<file path="src/smc_defines.svh">
// Register offsets, field positions and reset values of the supply monitor block.
`ifndef SMC_DEFINES_SVH
`define SMC_DEFINES_SVH
`define SMC_ADDR_PSM      32'hFFFF0440
`define SMC_ADDR_CMP      32'hFFFF0444
`define SMC_ADDR_IRQ_STAT 32'hFFFF0448
`define SMC_ADDR_IRQ_MASK 32'hFFFF044C
`define SMC_PSM_RESET     16'h0008
`define SMC_CMP_RESET     16'h0000
`define SMC_PSM_LEVEL     3
`define SMC_PSM_TRIP      2
`define SMC_PSM_EN        1
`define SMC_PSM_FLAG      0
`define SMC_CMP_EN        10
`define SMC_CMP_NEG_HI    9
`define SMC_CMP_NEG_LO    8
`define SMC_CMP_ROUTE_HI  7
`define SMC_CMP_ROUTE_LO  6
`define SMC_CMP_POL       5
`define SMC_CMP_SPD_HI    4
`define SMC_CMP_SPD_LO    3
`define SMC_CMP_HYST      2
`define SMC_CMP_RISE      1
`define SMC_CMP_FALL      0
`define SMC_IRQ_LOW       0
`define SMC_IRQ_RISE      1
`define SMC_IRQ_FALL      2
`define SMC_IRQ_WIDTH     3
`define SMC_ROUTE_PIN     2'h2
`define SMC_ROUTE_IRQ     2'h3
`endif

</file>
<file path="src/smc_pkg.sv">
// Types shared by the supply monitor and comparator register block.
package smc_pkg;
    typedef enum logic [1:0] {
        SMC_ROUTE_RSV0_TYPE = 2'h0,
        SMC_ROUTE_RSV1_TYPE = 2'h1,
        SMC_ROUTE_PIN_TYPE  = 2'h2,
        SMC_ROUTE_IRQ_TYPE  = 2'h3
    } smc_route_type;
    typedef enum logic [1:0] {
        SMC_NEG_HALF_SUPPLY_TYPE = 2'h0,
        SMC_NEG_AIN3_TYPE        = 2'h1,
        SMC_NEG_DAC0_TYPE        = 2'h2,
        SMC_NEG_RSV_TYPE         = 2'h3
    } smc_neg_input_type;
endpackage

</file>
<file path="src/smc_regs.sv">
// APB register bank for the supply monitor and the general voltage comparator.
//
// Behaviour
// [RULE1] Level bit shows live supply state
// [RULE2] Trip select bit, zero means 2.79 V
// [RULE3] Monitor enable bit powers monitor circuit
// [RULE4] Level falling sets sticky low-supply flag
// [RULE5] Low-supply flag drives interrupt request
// [RULE6] Write one clears flag once level high
// [RULE7] Comparator enable bit switches comparator
// [RULE8] Negative input select field, code 11 reserved
// [RULE9] Routing: 10 drives pin, 11 interrupts
// [RULE10] Polarity bit inverts output sense
// [RULE11] Response speed field selects slow or fast
// [RULE12] Hysteresis bit enables about 7.5 mV
// [RULE13] Rising edge sets flag, write one clears
// [RULE14] Falling edge sets flag, holds until cleared
// [RULE15] Result routable to irq, logic, ADC, pin
// [RULE16] Low-supply irq gated by enable mask
// [RULE17] Falling flag cleared by writing one
// [RULE18] Comparator bits 15 to 11 read zero
`timescale 1ns/100ps
`include "smc_defines.svh"

module smc_regs (
    input  wire logic        pclk,              // Bus clock, 250 MHz.
    input  wire logic        presetn,           // Asynchronous reset, active low.
    input  wire logic        psel,              // APB select.
    input  wire logic        penable,           // APB enable.
    input  wire logic        pwrite,            // APB direction, high for write.
    input  wire logic [31:0] paddr,             // APB byte address.
    input  wire logic [31:0] pwdata,            // APB write data.
    output logic      [31:0] prdata,            // APB read data.
    output logic             pready,            // APB ready.
    output logic             pslverr,           // APB error on unmapped address.
    input  wire logic        supply_above_trip, // Supply comparator, high above trip.
    input  wire logic        comparator_raw,    // High when positive input above negative.
    output logic             supply_monitor_enable,  // Powers the supply monitor.
    output logic             trip_level_select,      // Trip point select to analog.
    output logic             comparator_enable,      // Powers the general comparator.
    output logic      [1:0]  negative_input_select,  // Negative input mux select.
    output logic      [1:0]  response_speed,         // Comparator speed select.
    output logic             hysteresis_enable,      // Comparator hysteresis on.
    output logic             comparator_result_pin,  // External comparator pin.
    output logic             comparator_to_logic,    // Result to logic array.
    output logic             adc_start,              // Conversion start pulse.
    output logic             low_supply_irq,         // Masked low-supply request.
    output logic             comparator_irq,         // Masked comparator request.
    output logic             irq                     // Combined level interrupt.
);

    logic [15:0] psm_ff;
    logic [15:0] cmp_ff;
    logic [`SMC_IRQ_WIDTH-1:0] mask_ff;
    logic        level_prev_ff;
    logic        result_ff;
    logic [31:0] prdata_ff;
    logic        pready_ff;
    logic        pslverr_ff;
    logic        out_pin_ff;
    logic        out_logic_ff;
    logic        adc_start_ff;
    logic        low_irq_ff;
    logic        cmp_irq_ff;
    logic        irq_ff;

    logic        level_now;
    logic        nxt_result;
    logic        setup;
    logic        wr_en;
    logic        wr_psm;
    logic        wr_cmp;
    logic        wr_mask;
    logic        low_set;
    logic        rise_set;
    logic        fall_set;
    logic [`SMC_IRQ_WIDTH-1:0] status;
    logic [`SMC_IRQ_WIDTH-1:0] w1c;
    smc_pkg::smc_route_type route;

    // Returns true when the address selects one of the four registers.
    function automatic logic is_mapped(input logic [31:0] a);
        is_mapped = (a == `SMC_ADDR_PSM) || (a == `SMC_ADDR_CMP) ||
                    (a == `SMC_ADDR_IRQ_STAT) || (a == `SMC_ADDR_IRQ_MASK);
    endfunction

    // Low-supply request: the flag is pending and its enable bit is set. The
    // enable bit stands in for the interrupt controller's own enable.
    function automatic logic low_request(input logic [`SMC_IRQ_WIDTH-1:0] s,
                                         input logic [`SMC_IRQ_WIDTH-1:0] m);
        low_request = s[`SMC_IRQ_LOW] & m[`SMC_IRQ_LOW];
    endfunction

    // Comparator request: an enabled edge flag is pending and the routing
    // field sends the result to the interrupt line; other codes keep it quiet.
    function automatic logic cmp_request(input smc_pkg::smc_route_type r,
                                         input logic [`SMC_IRQ_WIDTH-1:0] s,
                                         input logic [`SMC_IRQ_WIDTH-1:0] m);
        cmp_request = (r == smc_pkg::SMC_ROUTE_IRQ_TYPE) &
                      (|(s[`SMC_IRQ_FALL:`SMC_IRQ_RISE] & m[`SMC_IRQ_FALL:`SMC_IRQ_RISE]));
    endfunction

    // A powered-down monitor reads as a healthy supply.
    assign level_now = psm_ff[`SMC_PSM_EN] ? supply_above_trip : 1'b1; // RULE1

    // Polarity is applied before edge detection, so the flags follow the output sense.
    assign nxt_result = cmp_ff[`SMC_CMP_EN] &                        // RULE7
                        (comparator_raw ^ cmp_ff[`SMC_CMP_POL]);     // RULE10

    // Reserved routing codes are stored but drive neither the pin nor a request.
    assign route = smc_pkg::smc_route_type'(cmp_ff[`SMC_CMP_ROUTE_HI:`SMC_CMP_ROUTE_LO]);

    // Setup cycle of a transfer; the access cycle always follows with ready.
    assign setup = psel & ~penable;
    // A write lands only in the access cycle of a mapped address, so an
    // unmapped write can never alias onto a register.
    assign wr_en   = psel & penable & pwrite & pready_ff & ~pslverr_ff;
    assign wr_psm  = wr_en & (paddr == `SMC_ADDR_PSM);
    assign wr_cmp  = wr_en & (paddr == `SMC_ADDR_CMP);
    assign wr_mask = wr_en & (paddr == `SMC_ADDR_IRQ_MASK);

    assign low_set  = level_prev_ff & ~level_now;                    // RULE4
    assign rise_set = nxt_result & ~result_ff;                       // RULE13
    assign fall_set = ~nxt_result & result_ff;                       // RULE14

    // Shared status view; each bit aliases the flag in its owning register.
    assign status = {cmp_ff[`SMC_CMP_FALL], cmp_ff[`SMC_CMP_RISE],
                     psm_ff[`SMC_PSM_FLAG]};

    // Write-one-to-clear strobes, reachable through either the owning register
    // or the shared status register.
    always_comb begin
        w1c = '0;
        if (wr_en) begin
            case (paddr)
                `SMC_ADDR_PSM: begin
                    w1c[`SMC_IRQ_LOW] = pwdata[`SMC_PSM_FLAG];
                end
                `SMC_ADDR_CMP: begin
                    w1c[`SMC_IRQ_RISE] = pwdata[`SMC_CMP_RISE];
                    w1c[`SMC_IRQ_FALL] = pwdata[`SMC_CMP_FALL];
                end
                `SMC_ADDR_IRQ_STAT: begin
                    w1c = pwdata[`SMC_IRQ_WIDTH-1:0];
                end
                default: begin
                    w1c = '0;
                end
            endcase
        end
    end

    // Bus handshake: no wait states, data and ready both come from flip-flops.
    always_ff @(posedge pclk or negedge presetn) begin
        if (!presetn) begin
            pready_ff  <= 1'b0;
            pslverr_ff <= 1'b0;
        end else begin
            pready_ff  <= setup;
            pslverr_ff <= setup & ~is_mapped(paddr);
        end
    end

    // Read data is captured in the setup cycle, so the level bit shows the
    // supply as it stood one cycle before the bus sees it.
    always_ff @(posedge pclk or negedge presetn) begin
        if (!presetn) begin
            prdata_ff <= 32'h0000_0000;
        end else if (setup && !pwrite) begin
            case (paddr)
                `SMC_ADDR_PSM: begin
                    prdata_ff <= {28'h000_0000, level_now,              // RULE1
                                  psm_ff[`SMC_PSM_TRIP],
                                  psm_ff[`SMC_PSM_EN],
                                  psm_ff[`SMC_PSM_FLAG]};
                end
                `SMC_ADDR_CMP: begin
                    prdata_ff <= {21'h00_0000, cmp_ff[`SMC_CMP_EN:`SMC_CMP_FALL]}; // RULE18
                end
                `SMC_ADDR_IRQ_STAT: begin
                    prdata_ff <= {29'h0000_0000, status};
                end
                `SMC_ADDR_IRQ_MASK: begin
                    prdata_ff <= {29'h0000_0000, mask_ff};
                end
                default: begin
                    prdata_ff <= 32'h0000_0000;
                end
            endcase
        end else begin
            prdata_ff <= 32'h0000_0000;
        end
    end

    // Supply monitor control and its sticky flag.
    always_ff @(posedge pclk or negedge presetn) begin
        if (!presetn) begin
            psm_ff <= `SMC_PSM_RESET;
        end else begin
            if (wr_psm) begin
                psm_ff[`SMC_PSM_TRIP] <= pwdata[`SMC_PSM_TRIP];         // RULE2
                psm_ff[`SMC_PSM_EN]   <= pwdata[`SMC_PSM_EN];           // RULE3
            end
            // Clearing while the supply is still low is ignored; a set in the
            // same cycle as a clear wins.
            if (low_set) begin
                psm_ff[`SMC_PSM_FLAG] <= 1'b1;                          // RULE4
            end else if (w1c[`SMC_IRQ_LOW] && level_now) begin
                psm_ff[`SMC_PSM_FLAG] <= 1'b0;                          // RULE6
            end
        end
    end

    // Starts high to match the powered-down level, so reset raises no false flag.
    always_ff @(posedge pclk or negedge presetn) begin
        if (!presetn) begin
            level_prev_ff <= 1'b1;
        end else begin
            level_prev_ff <= level_now;
        end
    end

    // Comparator control fields; reserved upper bits are never stored.
    always_ff @(posedge pclk or negedge presetn) begin
        if (!presetn) begin
            cmp_ff <= `SMC_CMP_RESET;
        end else begin
            if (wr_cmp) begin
                cmp_ff[`SMC_CMP_EN] <= pwdata[`SMC_CMP_EN];             // RULE7
                cmp_ff[`SMC_CMP_NEG_HI:`SMC_CMP_NEG_LO] <=
                    pwdata[`SMC_CMP_NEG_HI:`SMC_CMP_NEG_LO];            // RULE8
                cmp_ff[`SMC_CMP_ROUTE_HI:`SMC_CMP_ROUTE_LO] <=
                    pwdata[`SMC_CMP_ROUTE_HI:`SMC_CMP_ROUTE_LO];        // RULE9
                cmp_ff[`SMC_CMP_POL] <= pwdata[`SMC_CMP_POL];           // RULE10
                cmp_ff[`SMC_CMP_SPD_HI:`SMC_CMP_SPD_LO] <=
                    pwdata[`SMC_CMP_SPD_HI:`SMC_CMP_SPD_LO];            // RULE11
                cmp_ff[`SMC_CMP_HYST] <= pwdata[`SMC_CMP_HYST];         // RULE12
            end
            // A set in the same cycle as a clear wins, so no edge is lost.
            if (rise_set) begin
                cmp_ff[`SMC_CMP_RISE] <= 1'b1;                          // RULE13
            end else if (w1c[`SMC_IRQ_RISE]) begin
                cmp_ff[`SMC_CMP_RISE] <= 1'b0;                          // RULE13
            end
            if (fall_set) begin
                cmp_ff[`SMC_CMP_FALL] <= 1'b1;                          // RULE14
            end else if (w1c[`SMC_IRQ_FALL]) begin
                cmp_ff[`SMC_CMP_FALL] <= 1'b0;                          // RULE17
            end
        end
    end

    // Starts low like the gated result, so leaving reset is not an edge.
    always_ff @(posedge pclk or negedge presetn) begin
        if (!presetn) begin
            result_ff <= 1'b0;
        end else begin
            result_ff <= nxt_result;
        end
    end

    // Interrupt mask, one bit per status bit.
    always_ff @(posedge pclk or negedge presetn) begin
        if (!presetn) begin
            mask_ff <= '0;
        end else if (wr_mask) begin
            mask_ff <= pwdata[`SMC_IRQ_WIDTH-1:0];                      // RULE16
        end
    end

    // Result routing. The logic array and conversion start always see the
    // result; only the pin and the interrupt depend on the routing field.
    always_ff @(posedge pclk or negedge presetn) begin
        if (!presetn) begin
            out_pin_ff <= 1'b0;
        end else begin
            out_pin_ff <= (route == smc_pkg::SMC_ROUTE_PIN_TYPE) & nxt_result; // RULE9
        end
    end

    always_ff @(posedge pclk or negedge presetn) begin
        if (!presetn) begin
            out_logic_ff <= 1'b0;
        end else begin
            out_logic_ff <= nxt_result;                                // RULE15
        end
    end

    // One pulse per rising result edge, so a held-high result cannot start a
    // second conversion.
    always_ff @(posedge pclk or negedge presetn) begin
        if (!presetn) begin
            adc_start_ff <= 1'b0;
        end else begin
            adc_start_ff <= rise_set;                                  // RULE15
        end
    end

    // Requests are levels that follow the flags one cycle late; each comes
    // from its own flip-flop so the pins never glitch while the flags settle.
    always_ff @(posedge pclk or negedge presetn) begin
        if (!presetn) begin
            low_irq_ff <= 1'b0;
        end else begin
            low_irq_ff <= low_request(status, mask_ff);                // RULE5 RULE16
        end
    end

    always_ff @(posedge pclk or negedge presetn) begin
        if (!presetn) begin
            cmp_irq_ff <= 1'b0;
        end else begin
            cmp_irq_ff <= cmp_request(route, status, mask_ff);         // RULE9 RULE15
        end
    end

    // The combined line is formed from the flags rather than from the two
    // request flip-flops, so it rises in the same cycle as they do.
    always_ff @(posedge pclk or negedge presetn) begin
        if (!presetn) begin
            irq_ff <= 1'b0;
        end else begin
            irq_ff <= low_request(status, mask_ff) | cmp_request(route, status, mask_ff);
        end
    end

    // Every port below is a plain copy of a flip-flop.
    assign prdata                = prdata_ff;
    assign pready                = pready_ff;
    assign pslverr               = pslverr_ff;
    assign supply_monitor_enable = psm_ff[`SMC_PSM_EN];                 // RULE3
    assign trip_level_select     = psm_ff[`SMC_PSM_TRIP];               // RULE2
    assign comparator_enable     = cmp_ff[`SMC_CMP_EN];
    assign negative_input_select = cmp_ff[`SMC_CMP_NEG_HI:`SMC_CMP_NEG_LO];
    assign response_speed        = cmp_ff[`SMC_CMP_SPD_HI:`SMC_CMP_SPD_LO];
    assign hysteresis_enable     = cmp_ff[`SMC_CMP_HYST];
    assign comparator_result_pin = out_pin_ff;
    assign comparator_to_logic   = out_logic_ff;
    assign adc_start             = adc_start_ff;
    assign low_supply_irq        = low_irq_ff;
    assign comparator_irq        = cmp_irq_ff;
    assign irq                   = irq_ff;

endmodule

</file>
<file path="config.mk">
export PLATFORM = sky130hd
export DESIGN_NAME = smc_regs
export DESIGN_NICKNAME = d
export VERILOG_FILES = /design/src/smc_pkg.sv /design/src/smc_regs.sv
export VERILOG_INCLUDE_DIRS = /design/src
export SDC_FILE = /design/constraint.sdc
export NUM_CORES = 1
export LEC_CHECK = 0
export BUFFER_PORTS_ARGS = -buffer_cell sky130_fd_sc_hd__buf_2
export CAP_MARGIN = 40
export CORE_ASPECT_RATIO = 1.5
export CORE_MARGIN = 2
export CORE_UTILIZATION = 44
export DETAILED_ROUTE_END_ITERATION = 8
export PLACE_DENSITY_LB_ADDON = 0.3
export RECOVER_POWER = 50
export SETUP_SLACK_MARGIN = 0.5
export SLEW_MARGIN = 25
export SYNTH_ARGS = -nofsm -noshare
export SYNTH_HDL_FRONTEND = slang
export SYNTH_SLANG_ARGS = --single-unit
</file>
<file path="constraint.sdc">
create_clock -name pclk -period 2.8 [get_ports pclk]
set_input_delay 0.28 -clock pclk [delete_from_list [all_inputs] [get_ports pclk]]
set_output_delay 0.28 -clock pclk [all_outputs]
set_load 0.01 [all_outputs]
</file>
==> impl_metrics.csv <==
group,metric,value,unit
run_status,status,"finished, final reports clean",
power_and_ir_drop,ir_drop,0.000445,V
final_layout,area_growth,27.3,%
synth,syn_area_per_cell,12.1,um^2
power_and_ir_drop,leakage,0.00122,uW
synth,synth_fa_ha_area_share,0,%
final_layout,seq_area,927,um^2
cts,cts.clk_slew.worst_paths,0.07,ns
cts,cts_root_buf,"clkbuf_8",
timing,relSlewSlack,46.1,%
min_path,hold_class,"input port to register",
floorplan,die_area,0.00451,mm^2
timing,slew_violations,0,
placement,io_buffers,76,
synth,synth_compound_area_share,5.01,%
timing,fin_ws,1.27,ns
global_routing,antenna_found_initial,0,
global_routing,grt_max_degree,38,
cts,h-tree-depth,2,
global_routing,grt_pass1_wl,5840,um
synth,synthFlopType,"dfrtp_1",
timing,clock.fmax,0.653,GHz
route,drt.antenna.violating_nets,0,
placement,dp_cells,257,
synth,yosys.area_share.simple,17.7,%
cts,insertion_delay,0.29,ns
timing,grt_setup_unrepaired,"no",
synth,yosys_warnings,0,
critical_path,path_max_fanout,9,
placement,dp_hpwl,2720,um
synth,synth_xor_xnor_area_share,0.501,%
critical_path,worstSetupPathType,"input port to register",
route,wl_per_cell,12.9,um
route,drc,0,
synth,syn_inst,144,
cts,cts_buffer_depth,2,
floorplan,ios,119,
route,dr.pass1.iters,2,
route,vias_per_cell,4.84,
cts,post_cts_buffers,0,
synth,synth_cell_types,37,
final_layout,fin_area,0.00223,mm^2
final_layout,final_util,57.2,%
synth,async_flop_share,100,%
floorplan,initial_utilization,45.0,%
cts,cts_tree,"done",
timing,min_period_over_period,54.7,%
synth,synth_seq_cells,37,
critical_path,crit_arrival,1.70,ns
synth,yosysSeqAreaShare,53.0,%
timing,fin_setup_tns,0,ns
final_layout,layout_commonest_cell,"buf_2",
timing,final.setup_skew,0.00730,ns
cts,cts_buffers,5,
final_layout,nNetsFinal,292,
synth,synth_top_area_share,51.5,%
timing,hold_violations,0,
synth,synth.area.top_cells,"dfrtp_1 (52%), buf_4 (11%), mux2_2 (9.0%), and2_1 (3.6%), nand4_1 (2.1%)",
timing,tightest_slew,0.808,ns
placement,preCtsSetupSlack,0.960,ns
synth,synth_top_family_by_area,"simple AND/OR/NAND/NOR gates",
route,wl,3450,um
synth,netlist_area,0.00175,mm^2
synth,synth-edff-count,0,
synth,yosysTopAreaCell,"dfrtp_1",
power_and_ir_drop,p_per_area,527,mW/mm^2
global_routing,grt_pass1_vias,1245,
cts,cts.sinks,37,
critical_path,cp-end-kind,"register",
critical_path,worst_setup_path_start_kind,"input port",
placement,gp_congestion,0.773,
floorplan,rows,28,
job,drv_cap,0,
route,drtIter0Drc,21,
final_layout,multiInputGateArea,686,um^2
floorplan,die_w,55.5,um
timing,fin_crit,1.53,ns
global_routing,track_usage,16.8,%
timing,setup_viol,0,
floorplan,die_h,81.2,um
route,vias,1292,
placement,place_area,0.00206,mm^2
final_layout,drive_above_1_share,43.2,%
final_layout,nFillCells,341,
global_routing,grt-ovfl-total,0,
critical_path,critical_path_required,2.97,ns
final_layout,final_cells,267,
synth,muxShareOfSynthArea,11.4,%
final_layout,num_antenna_cells,0,
final_layout,layout_common_cells,"buf_2 (68), dfrtp_1 (36), conb_1 (21)",
floorplan,core_area,0.00389,mm^2
## power by group
| part | total, uW | internal [uW] | switching (uW) |
|---|---|---|---|
| combinational | 86.7 | 38.9 | 47.8 |
| sequential | 536 | 535 | 0.707 |
| clock | 550 | 358 | 192 |
## flip-flops by register name (all words and copies together), names as in the netlist
name / count
mask_ff: 3
comparator_to_logic: 1
hysteresis_enable: 1
negative_input_select: 2
low_supply_irq: 1
irq: 1
psm_ff: 1
prdata: 11
supply_monitor_enable: 1
comparator_result_pin: 1
comparator_irq: 1
level_prev_ff: 1
cmp_ff: 5
adc_start: 1
trip_level_select: 1
pready: 1
comparator_enable: 1
response_speed: 2
pslverr: 1
## final cells by class
class	count	area share [%]
Inverter	3	0.506
Multi-Input combinational cell	96	30.8
Clock buffer	5	3.09
Timing Repair Buffer	78	18.3
Tap cell	45	2.53
Sequential cell	37	41.7
Clock inverter	3	3.09
## cell families (layout without fill, tap and decap cells)
logic type / after synthesis / count (layout)
other cells: 1 / 21
flops: 37 / 37
buf+inv: 31 / 89
mux: 17 / 17
xor+xnor: 1 / 1
simple gates: 46 / 46
compound gates: 11 / 11
## synth_stat cells, types with 2 or more instances
| master | n |
|---|---|
| dfrtp_1 | 36 |
| buf_4 | 25 |
| mux2_2 | 14 |
| and2_1 | 10 |
| nor2_1 | 7 |
| nand4_1 | 6 |
| nor2b_1 | 5 |
| inv_1 | 3 |
| nand2_1 | 3 |
| nor3b_1 | 3 |
| a2111oi_0 | 2 |
| a21oi_1 | 2 |
| clkbuf_1 | 2 |
| mux2i_1 | 2 |
| nor4_1 | 2 |
## per-stage QoR
stage / hold WS (ns) / power [uW]
2_1_floorplan: -0.0156 / 600
3_3_place_gp: 0.410 / 627
3_5_place_dp: 0.418 / 628
4_1_cts: 0.102 / 1180
5_1_grt: 0.199 / 1220
6_report: 0.186 / 1170
## routing by layer
metal / global-route usage [%] / up-vias / wire length (um)
li1: - / 623 / -
met1: 18.5 / 588 / 1310
met2: 31.1 / 75 / 1810
met3: 3.50 / 6 / 263
met4: 7.32 / 0 / 63
met5: 0 / - / 0
## critical path, cell delays in order
cell	delay [ns]
buf_2	0.10
nor4b_1	0.30
and4_1	0.43
nand4_4	0.25
mux2_2	0.35
## path summary, 6_finish.rpt
path	from	end	cells past startpoint	slack [ns]
hold reg to reg	cmp_ff[6]	comparator_result_pin	1	0.49
hold / removal	penable	pready	2	0.19
min in group asynchronous	presetn	supply_monitor_enable	2	0.59
max in group asynchronous	presetn	negative_input_select[1]	3	1.63
setup reg to reg	pready	negative_input_select[1]	4	1.28
setup / recovery	paddr[4]	negative_input_select[1]	5	1.27
## repair_timing
action                                 in CTS  in global routing
resized for setup                           0                  0
endpoints found under the hold margin       0                 11
hold buffers                                0                  1
setup endpoints to repair                   0                  0
No activity file was read; power rests on OpenSTA's default activity.
